`src/rtl/sbcp_pkg.sv`:
```
package sbcp_pkg;

    // bus widths and buffer depth
    localparam int CMD_W      = 4;
    localparam int DATA_W     = 128;
    localparam int FIFO_DEPTH = 32;

    // processor-to-system command codes
    localparam logic [3:0] CPU_NOP                = 4'h0;
    localparam logic [3:0] CPU_LOCK               = 4'h1;
    localparam logic [3:0] CPU_PREFETCH           = 4'h2;
    localparam logic [3:0] CPU_PREFETCH_MOD       = 4'h3;
    localparam logic [3:0] CPU_BARRIER            = 4'h4;
    localparam logic [3:0] CPU_SET_DIRTY          = 4'h5;
    localparam logic [3:0] CPU_WRITE_BLK          = 4'h6;
    localparam logic [3:0] CPU_WRITE_BLK_LOCK     = 4'h7;
    localparam logic [3:0] CPU_MISS_SLOT0         = 4'h8;
    localparam logic [3:0] CPU_MISS_SLOT1         = 4'h9;
    localparam logic [3:0] CPU_MISS_MODIFY_SLOT0  = 4'hA;
    localparam logic [3:0] CPU_MISS_MODIFY_SLOT1  = 4'hB;
    localparam logic [3:0] CPU_VICTIM             = 4'hC;
    localparam logic [3:0] CPU_RESERVED           = 4'hD;
    localparam logic [3:0] CPU_MISS_STORE_COND_S0 = 4'hE;
    localparam logic [3:0] CPU_MISS_STORE_COND_S1 = 4'hF;

    // system-to-processor probe codes
    localparam logic [3:0] SYS_NOP                   = 4'h0;
    localparam logic [3:0] SYS_FLUSH                 = 4'h1;
    localparam logic [3:0] SYS_INVALIDATE            = 4'h2;
    localparam logic [3:0] SYS_SET_SHARED            = 4'h3;
    localparam logic [3:0] SYS_READ                  = 4'h4;
    localparam logic [3:0] SYS_READ_SHARED           = 4'h5;
    localparam logic [3:0] SYS_PROBE_READ_INVALIDATE = 4'h7;

    // last word index of a cache block, cycles per cache access, reset values
    localparam logic [0:0] BLOCK_LAST   = 1'h1;
    localparam logic [2:0] CACHE_OP_CYC = 3'h4;
    localparam logic [3:0] CMD_RST      = CPU_NOP;

    typedef enum logic [1:0] {S_IDLE, S_CMD, S_DATA} sbcp_state_t;

    // probe codes the processor understands
    function automatic logic sbcp_probe_ok(input logic [3:0] c);
        return c inside {SYS_FLUSH, SYS_INVALIDATE, SYS_SET_SHARED,
                         SYS_READ, SYS_READ_SHARED,
                         SYS_PROBE_READ_INVALIDATE};
    endfunction

endpackage

```
`src/rtl/sbcp_fifo_if.sv`:
```
`timescale 1ns/1ps
interface sbcp_fifo_if #(parameter int W = 128);
    logic         wr_valid;
    logic         wr_ready;
    logic [W-1:0] wr_data;
    logic         rd_valid;
    logic         rd_ready;
    logic [W-1:0] rd_data;
    modport fifo (input wr_valid, wr_data, rd_ready,
                  output wr_ready, rd_valid, rd_data);
    modport user (output wr_valid, wr_data, rd_ready,
                  input wr_ready, rd_valid, rd_data);
endinterface

```
`src/rtl/sbcp_port.sv`:
```
`timescale 1ns/1ps
// Behaviour
// - one shared command bus, both directions
// - idle, lock, prefetch, barrier codes 0000-0100
// - set dirty 0101, block write 0110/0111
// - read misses 1000-1011 per slot, modify
// - victim 1100; reserved 1101 never driven
// - store-conditional misses 1110 and 1111
// - flush probe evicts, returns dirty data
// - invalidate probe and set-shared probe
// - read probes supply block, share or invalidate
// - 128-bit data bus shared by all
// - request seen high: no drive next
// - request seen low: drive next edge
// - cache idle finishes current, starts none
module sbcp_port import sbcp_pkg::*; (
    input  wire logic              clk_i,
    input  wire logic              arst_n_i,
    input  wire logic              ce_i,
    // core side: command requests
    input  wire logic              req_valid_i,
    input  wire logic [CMD_W-1:0]  req_cmd_i,
    output logic                   req_ready_o,
    // core side: outgoing block data
    input  wire logic              wdata_valid_i,
    input  wire logic [DATA_W-1:0] wdata_i,
    output logic                   wdata_ready_o,
    // core side: incoming data
    output logic                   rdata_valid_o,
    output logic [DATA_W-1:0]      rdata_o,
    // core side: probes
    output logic                   probe_valid_o,
    output logic [CMD_W-1:0]       probe_cmd_o,
    output logic                   probe_inval_o,
    output logic                   probe_shared_o,
    output logic                   probe_supply_o,
    // cache access control
    input  wire logic              cache_start_i,
    input  wire logic              cache_idle_request_i,
    output logic                   cache_active_o,
    // system pins
    input  wire logic [CMD_W-1:0]  cmd_in_i,
    output logic [CMD_W-1:0]       cmd_out_o,
    output logic                   cmd_oe_o,
    input  wire logic              cmd_ack_i,
    input  wire logic              data_ack_i,
    input  wire logic              data_bus_req_i,
    input  wire logic [DATA_W-1:0] data_in_i,
    output logic [DATA_W-1:0]      data_out_o,
    output logic                   data_oe_o
);

    // reset release through two flops
    logic [1:0] rst_q;
    wire        rst_n = rst_q[1];

    always_ff @(posedge clk_i or negedge arst_n_i) begin
        if (!arst_n_i) begin
            rst_q <= 2'h0;
        end else begin
            rst_q <= {rst_q[0], 1'b1};
        end
    end

    // pin synchronisers; stage one is read only by stage two
    localparam int PW = CMD_W + 4;
    logic [PW-1:0]     pin_s1;
    logic [PW-1:0]     pin_s2;
    logic [DATA_W-1:0] dat_s1;
    logic [DATA_W-1:0] dat_s2;

    always_ff @(posedge clk_i or negedge rst_n) begin
        if (!rst_n) begin
            pin_s1 <= '0;
            pin_s2 <= '0;
            dat_s1 <= '0;
            dat_s2 <= '0;
        end else if (ce_i) begin
            pin_s1 <= {cmd_in_i, cmd_ack_i, data_ack_i,
                       data_bus_req_i, cache_idle_request_i};
            pin_s2 <= pin_s1;
            dat_s1 <= data_in_i;
            dat_s2 <= dat_s1;
        end
    end

    wire [CMD_W-1:0] cmd_s  = pin_s2[PW-1:4];
    wire             cack_s = pin_s2[3];
    wire             dack_s = pin_s2[2];
    wire             dbr_s  = pin_s2[1];
    wire             idle_s = pin_s2[0];

    // outgoing data buffer
    sbcp_fifo_if #(.W(DATA_W)) wq ();

    sbcp_fifo #(
        .WIDTH (DATA_W),
        .DEPTH (FIFO_DEPTH)
    ) u_fifo (
        .clk_i   (clk_i),
        .rst_n_i (rst_n),
        .ce_i    (ce_i),
        .f       (wq.fifo)
    );

    // a full buffer stalls the core through wdata_ready_o
    assign wq.wr_valid = wdata_valid_i;
    assign wq.wr_data  = wdata_i;

    // state and echo tracking
    sbcp_state_t      st;
    sbcp_state_t      next_st;
    logic [0:0]       wcnt;
    logic [1:0]       cmd_echo;
    logic [1:0]       oe_echo;
    logic [CMD_W-1:0] cmd_prev;
    logic             supply_pend;
    logic [2:0]       ccnt;

    // request decode; reserved code is never taken
    wire req_legal = req_cmd_i != CPU_RESERVED;
    wire take_req  = req_valid_i & req_ready_o & req_legal;
    wire is_write  = cmd_out_o inside {CPU_WRITE_BLK,
                                       CPU_WRITE_BLK_LOCK};
    wire cmd_done  = (st == S_CMD) & cack_s;
    // each acked word was on the bus two edges earlier
    wire pop       = (st == S_DATA) & dack_s & oe_echo[1];
    wire blk_end   = pop & (wcnt == BLOCK_LAST);
    assign wq.rd_ready = pop;

    // drive only when the request was seen low; one gap per word
    wire next_oe = (next_st == S_DATA) & wq.rd_valid & ~pop
                   & ~dbr_s;

    // probes: new code on a quiet bus, not our own echo
    wire probe_new = ~cmd_oe_o & (cmd_echo == 2'h0)
                     & (cmd_prev == SYS_NOP)
                     & sbcp_probe_ok(cmd_s);
    wire p_inval  = cmd_s inside {SYS_FLUSH, SYS_INVALIDATE,
                                  SYS_PROBE_READ_INVALIDATE};
    wire p_shared = cmd_s inside {SYS_SET_SHARED, SYS_READ_SHARED};
    wire p_supply = cmd_s inside {SYS_FLUSH, SYS_READ, SYS_READ_SHARED,
                                  SYS_PROBE_READ_INVALIDATE};

    // next state
    always_comb begin
        next_st = st;
        unique case (st)
            S_IDLE: begin
                if (supply_pend) begin
                    next_st = S_DATA;
                end else if (take_req) begin
                    next_st = S_CMD;
                end
            end
            S_CMD: begin
                if (cmd_done) begin
                    next_st = is_write ? S_DATA : S_IDLE;
                end
            end
            S_DATA: begin
                if (blk_end) begin
                    next_st = S_IDLE;
                end
            end
        endcase
    end

    always_ff @(posedge clk_i or negedge rst_n) begin
        if (!rst_n) begin
            st   <= S_IDLE;
            wcnt <= 1'h0;
        end else if (ce_i) begin
            st   <= next_st;
            wcnt <= (st != S_DATA) ? 1'h0 : wcnt + 1'(pop);
        end
    end

    // command bus drive, held until acknowledged
    always_ff @(posedge clk_i or negedge rst_n) begin
        if (!rst_n) begin
            cmd_out_o <= CMD_RST;
            cmd_oe_o  <= 1'b0;
            cmd_echo  <= 2'h0;
        end else if (ce_i) begin
            if (st == S_IDLE && !supply_pend && take_req) begin
                cmd_out_o <= req_cmd_i;
                cmd_oe_o  <= 1'b1;
            end else if (cmd_done) begin
                cmd_oe_o  <= 1'b0;
            end
            cmd_echo <= {cmd_echo[0], cmd_oe_o};
        end
    end

    // ready is registered; it reflects the coming idle state
    always_ff @(posedge clk_i or negedge rst_n) begin
        if (!rst_n) begin
            req_ready_o <= 1'b0;
        end else if (ce_i) begin
            req_ready_o <= (next_st == S_IDLE) & ~supply_pend
                           & ~(probe_new & p_supply);
        end
    end

    // data bus drive; the head word is copied each driven cycle
    always_ff @(posedge clk_i or negedge rst_n) begin
        if (!rst_n) begin
            data_oe_o  <= 1'b0;
            data_out_o <= '0;
            oe_echo    <= 2'h0;
        end else if (ce_i) begin
            data_oe_o  <= next_oe;
            data_out_o <= next_oe ? wq.rd_data : data_out_o;
            oe_echo    <= {oe_echo[0], data_oe_o};
        end
    end

    // the fifo ready flag leaves through its own flop
    assign wdata_ready_o = wq.wr_ready;

    // incoming words: acked while we were not driving
    always_ff @(posedge clk_i or negedge rst_n) begin
        if (!rst_n) begin
            rdata_valid_o <= 1'b0;
            rdata_o       <= '0;
        end else if (ce_i) begin
            rdata_valid_o <= dack_s & ~oe_echo[1];
            rdata_o       <= (dack_s & ~oe_echo[1]) ? dat_s2 : rdata_o;
        end
    end

    // probe reporting; a set in the clearing cycle wins
    always_ff @(posedge clk_i or negedge rst_n) begin
        if (!rst_n) begin
            probe_valid_o  <= 1'b0;
            probe_cmd_o    <= SYS_NOP;
            probe_inval_o  <= 1'b0;
            probe_shared_o <= 1'b0;
            probe_supply_o <= 1'b0;
            cmd_prev       <= SYS_NOP;
            supply_pend    <= 1'b0;
        end else if (ce_i) begin
            probe_valid_o  <= probe_new;
            probe_cmd_o    <= probe_new ? cmd_s : probe_cmd_o;
            probe_inval_o  <= probe_new & p_inval;
            probe_shared_o <= probe_new & p_shared;
            probe_supply_o <= probe_new & p_supply;
            cmd_prev       <= cmd_oe_o ? SYS_NOP : cmd_s;
            supply_pend    <= (probe_new & p_supply)
                              | (supply_pend & (st != S_IDLE));
        end
    end

    // cache accesses run a fixed length and are never cut short
    always_ff @(posedge clk_i or negedge rst_n) begin
        if (!rst_n) begin
            cache_active_o <= 1'b0;
            ccnt           <= 3'h0;
        end else if (ce_i) begin
            if (!cache_active_o && cache_start_i && !idle_s) begin
                cache_active_o <= 1'b1;
                ccnt           <= CACHE_OP_CYC - 3'h1;
            end else if (cache_active_o) begin
                cache_active_o <= ccnt != 3'h0;
                ccnt           <= ccnt - 3'h1;
            end
        end
    end
endmodule // sbcp_port

```
`src/rtl/sbcp_fifo.sv`:
```
`timescale 1ns/1ps
module sbcp_fifo #(
    parameter int WIDTH = 128,
    parameter int DEPTH = 32
) (
    input  wire logic clk_i,
    input  wire logic rst_n_i,
    input  wire logic ce_i,
    sbcp_fifo_if.fifo f
);
    localparam int AW = $clog2(DEPTH);

    logic [WIDTH-1:0] mem [DEPTH];
    logic [AW-1:0]    wr_ptr;
    logic [AW-1:0]    rd_ptr;
    logic [AW:0]      cnt;
    logic             space;
    logic             avail;
    logic [AW:0]      next_cnt;
    wire              push = f.wr_valid & space;
    wire              pop  = f.rd_ready & avail;

    // flags are registered so the ready and valid leave from flops
    assign next_cnt   = cnt + {{AW{1'b0}}, push} - {{AW{1'b0}}, pop};
    assign f.wr_ready = space;
    assign f.rd_valid = avail;
    assign f.rd_data  = mem[rd_ptr];

    // storage has no reset, only pointers, count and flags do
    always_ff @(posedge clk_i) begin
        if (ce_i && push) begin
            mem[wr_ptr] <= f.wr_data;
        end
    end

    always_ff @(posedge clk_i or negedge rst_n_i) begin
        if (!rst_n_i) begin
            wr_ptr <= '0;
            rd_ptr <= '0;
            cnt    <= '0;
            space  <= 1'b1;
            avail  <= 1'b0;
        end else if (ce_i) begin
            wr_ptr <= wr_ptr + AW'(push);
            rd_ptr <= rd_ptr + AW'(pop);
            cnt    <= next_cnt;
            space  <= next_cnt != (AW+1)'(DEPTH);
            avail  <= next_cnt != '0;
        end
    end

endmodule // sbcp_fifo

```
`config.mk`:
```
export PLATFORM = sky130hd
export DESIGN_NAME = sbcp_port
export DESIGN_NICKNAME = d
export VERILOG_FILES = /design/src/rtl/sbcp_pkg.sv /design/src/rtl/sbcp_fifo_if.sv /design/src/rtl/sbcp_port.sv /design/src/rtl/sbcp_fifo.sv
export SDC_FILE = /design/constraint.sdc
export NUM_CORES = 2
export LEC_CHECK = 0
export BUFFER_PORTS_ARGS = -buffer_cell sky130_fd_sc_hd__buf_4
export CAP_MARGIN = 20
export CORE_UTILIZATION = 45
export CTS_CLUSTER_DIAMETER = 120
export DETAILED_ROUTE_END_ITERATION = 16
export GPL_TIMING_DRIVEN = 1
export PLACE_DENSITY = 0.63
export SYNTH_ARGS = -nofsm -noshare
export SYNTH_HDL_FRONTEND = slang
export SYNTH_SLANG_ARGS = --single-unit
```
`constraint.sdc`:
```
create_clock -name clk_i -period 17.56 [get_ports clk_i]
set_input_delay 0.878 -clock clk_i [delete_from_list [all_inputs] [get_ports clk_i]]
set_output_delay 0.878 -clock clk_i [all_outputs]
set_load 0.02 [all_outputs]
```
==> results.json <==
{
  "io_pins": 548,
  "outcome": "complete, no violations",
  "rsz0062_at_grt": "false",
  "grt_max_degree": 178,
  "worst_hold_slack_ns": 0.0900,
  "arrival_ns": 6.89,
  "syn2layout_area_growth_pct": 14.6,
  "clock_sinks": 4676,
  "critical_path_class": "reg -> reg",
  "setup-tns-final_ns": 0,
  "ys_warn_count": 0,
  "p_clk_share_pct": 35.1,
  "p_sw_share_pct": 26.9,
  "synth-seq-cells": 4676,
  "power.total_mw": 28.5,
  "p_sw_mw": 7.65,
  "ir_drop_uv": 150,
  "final_max_slew_viol_count": 0,
  "syn_nets": 8762,
  "gr-total-overflow": 0,
  "post_cts_resized": 0,
  "hold_viol": 0,
  "dpl_worst_slack_ns": 11.41,
  "setup_viol": 0,
  "synthCells": 8471,
  "die_y_microns": 630,
  "drv_cap": 0,
  "wl_per_cell_microns": 33.0,
  "fmax_mhz": 166,
  "final_cell_area_sq_um": 204000,
  "fp.dieW_microns": 630,
  "vias": 89700,
  "relSlewSlack_pct": 22.5,
  "hold_path.class": "in -> reg",
  "placed_cell_area_sq_um": 188000,
  "p_int_mw": 20.8,
  "yosys.area_share.simple_pct": 0.576,
  "via_per_inst": 6.05,
  "numCtsBuffers": 461,
  "layout_setup_ws_ns": 11.53,
  "synthMuxAreaShare_pct": 16.6,
  "grt_pass1_wl_microns": 682000,
  "powerDensity_nw_per_um2": 140,
  "core.rowCount": 230,
  "grt.total_usage_pct": 24.1,
  "synth_compound_area_share_pct": 3.94,
  "core_region_area_sq_um": 393000,
  "initial_core_util_pct": 45.2,
  "synth_edf_count": 4096,
  "end_kind": "flop",
  "dp_hpwl_microns": 253000,
  "postSynth.asyncResetShare_pct": 12.4,
  "synth_top_family_by_area": "multiplexers",
  "ant_nets": 0,
  "fin_skew_ns": 0.107,
  "start_kind": "flop",
  "seq_area_frac_synth_pct": 77.4,
  "p_leak_nw": 65.3,
  "drive_gt1_share_pct": 31.2,
  "tritoncts": "built",
  "cts_max_path_buffers": 4,
  "cts-root-buf": "clkbuf_16",
  "synthFlopType": "edfxtp_1",
  "crit_fanout": 131,
  "path_clk_slew_ns": 0.06,
  "cts_htree_levels": 5,
  "grt_pass1_vias": 90800,
  "worstMarginPinSlew_ns": 1.16,
  "fin_crit_ns": 6.03,
  "gp_congestion": 0.779,
  "insertion_delay_ns": 1.04,
  "antenna_found_initial": 74,
  "netlist_area_sq_um": 178000,
  "timing.final.crit_share_pct": 34.3,
  "die_area_sq_um": 397000,
  "portBuffers": 547,
  "synth_adder_area_share_pct": 0.124,
  "initialDrtViolationCount": 11300,
  "finalNetCount": 9464,
  "ys_types": 64,
  "p_seq_share_pct": 46.7,
  "drc": 0,
  "post-cts-setup-buffers": 0,
  "syn_area_per_cell_sq_um": 21.0,
  "wl_microns": 489000,
  "required_ns": 18.43,
  "synth_xor_area_share_pct": 0.0591,
  "pwr-share-comb_pct": 18.2,
  "dr.pass1.iters": 6
}
## registers in the layout (all words and copies together) (netlist names), 3 cells and up
signal	flops
u_fifo.mem	4096
dat_s1	128
dat_s2	128
data_out_o	128
rdata_o	128
pin_s1	8
pin_s2	8
u_fifo.cnt	6
u_fifo.rd_ptr	5
u_fifo.wr_ptr	5
cmd_out_o	4
cmd_prev	4
probe_cmd_o	4
ccnt	3
## final cells by class
cell class	count	area [sq um]
fillers	30400	189000
flip-flops and latches	4676	138000
multi-input cells	3271	38100
clock buffers	594	12400
well taps	5220	6530
repair buffers	740	5870
clock inverters	272	2990
inverters	23	91.3
diodes	34	85.1
## through the flow
| stage | instances | utilization, % |
|---|---|---|
| 2_1_floorplan | 8471 | - |
| 3_3_place_gp | 13900 | 47.9 |
| 3_5_place_dp | 13900 | 47.9 |
| 4_1_cts | 14800 | 51.8 |
| 5_1_grt | 14800 | 51.8 |
| 6_report | 14800 | 51.9 |
## worst paths after layout
check                      slack [ns]             start               to  cells past startpoint
setup / recovery                11.53  u_fifo.rd_ptr[1]  data_out_o[117]                      9
hold / removal                   0.09    data_bus_req_i        pin_s1[1]                      2
setup reg to reg                11.53  u_fifo.rd_ptr[1]  data_out_o[117]                      9
hold reg to reg                  0.35          rst_q[1]       oe_echo[1]                      0
max in group asynchronous       14.77          rst_q[1]   data_out_o[88]                      2
min in group asynchronous        0.27          arst_n_i         rst_q[1]                      2
## synthesized netlist by cell type, types with 11 or more instances
library cell  instances  area [sq um]
o221ai_1            208          1820
nand2_1             110           413
nor2_1               54           203
buf_6                15           169
dfrtp_1             579         14500
nand3b_1             11          82.6
buf_1                23          86.3
a22oi_1             121           908
a21oi_1             209          1050
mux2_2              804          9050
a22o_1               48           420
mux4_2              686         15400
edfxtp_1           4096        123000
mux2i_1             483          4830
clkbuf_1            278          1040
o22ai_1             131           820
buf_2               142           711
o21ai_0             178           891
buf_4                43           323
ha_1                 16           200
inv_1                23          86.3
o31ai_1              51           383
a221oi_1             35           307
o21ai_1              12          60.1
## logic make-up (layout without fill, tap and decap cells)
group,after synthesis,after routing
flip-flops,4676,4676
multiplexers,1980,1980
AO/OA/AOI/OAI,1035,1035
buffers and inverters,524,1629
AND/OR/NAND/NOR,226,226
adder cells (fa/ha/maj),17,17
XOR/XNOR,12,12
other,1,35
## critical path, cell delays in order, from the launching register on
cell and delay, ns:
dfrtp_4 1.06, buf_12 0.58, buf_12 0.60, buf_4 0.74, buf_4 0.83, mux4_2 0.42, mux2_2 0.28, a221oi_1 0.56
a21oi_1 0.09, mux2_2 0.28
## layout by cell type, fill, tap and decap left out, types with 36 or more instances in the layout
cell       count
edfxtp_1    4096
mux2_2       804
buf_4        714
mux4_2       686
dfrtp_1      573
mux2i_1      483
clkbuf_16    464
a21oi_1      209
o221ai_1     208
o21ai_0      178
o22ai_1      131
a22oi_1      121
nand2_1      109
clkbuf_1      97
clkinv_2      93
clkinv_1      78
o31ai_1       50
a22o_1        48
bufinv_16     48
nor2_4        36
## layer usage
metal	GRT usage (%)	wire [microns]	vias to the layer above
li1	-	-	36500
met3	4.82	42300	788
met4	9.14	18700	20
met2	39.7	238000	4364
met5	0	135	-
met1	31.9	190000	48000
## power by group through the flow
stage,Clock (mW),Sequential [mW],Combinational [mW]
after detailed placement,0,13.5,5.23
final,9.99,13.3,5.19
after CTS,10.1,13.3,5.24
after global routing,10.5,13.3,5.50
after floorplan,0,13.7,3.08
after global placement,0,13.5,5.16
## what timing repair did
action,CTS,global route
hold endpoints to repair,2,0
endpoints found under the setup margin,0,0
hold buffers,1,0
Power figures use the tool's default switching activity.
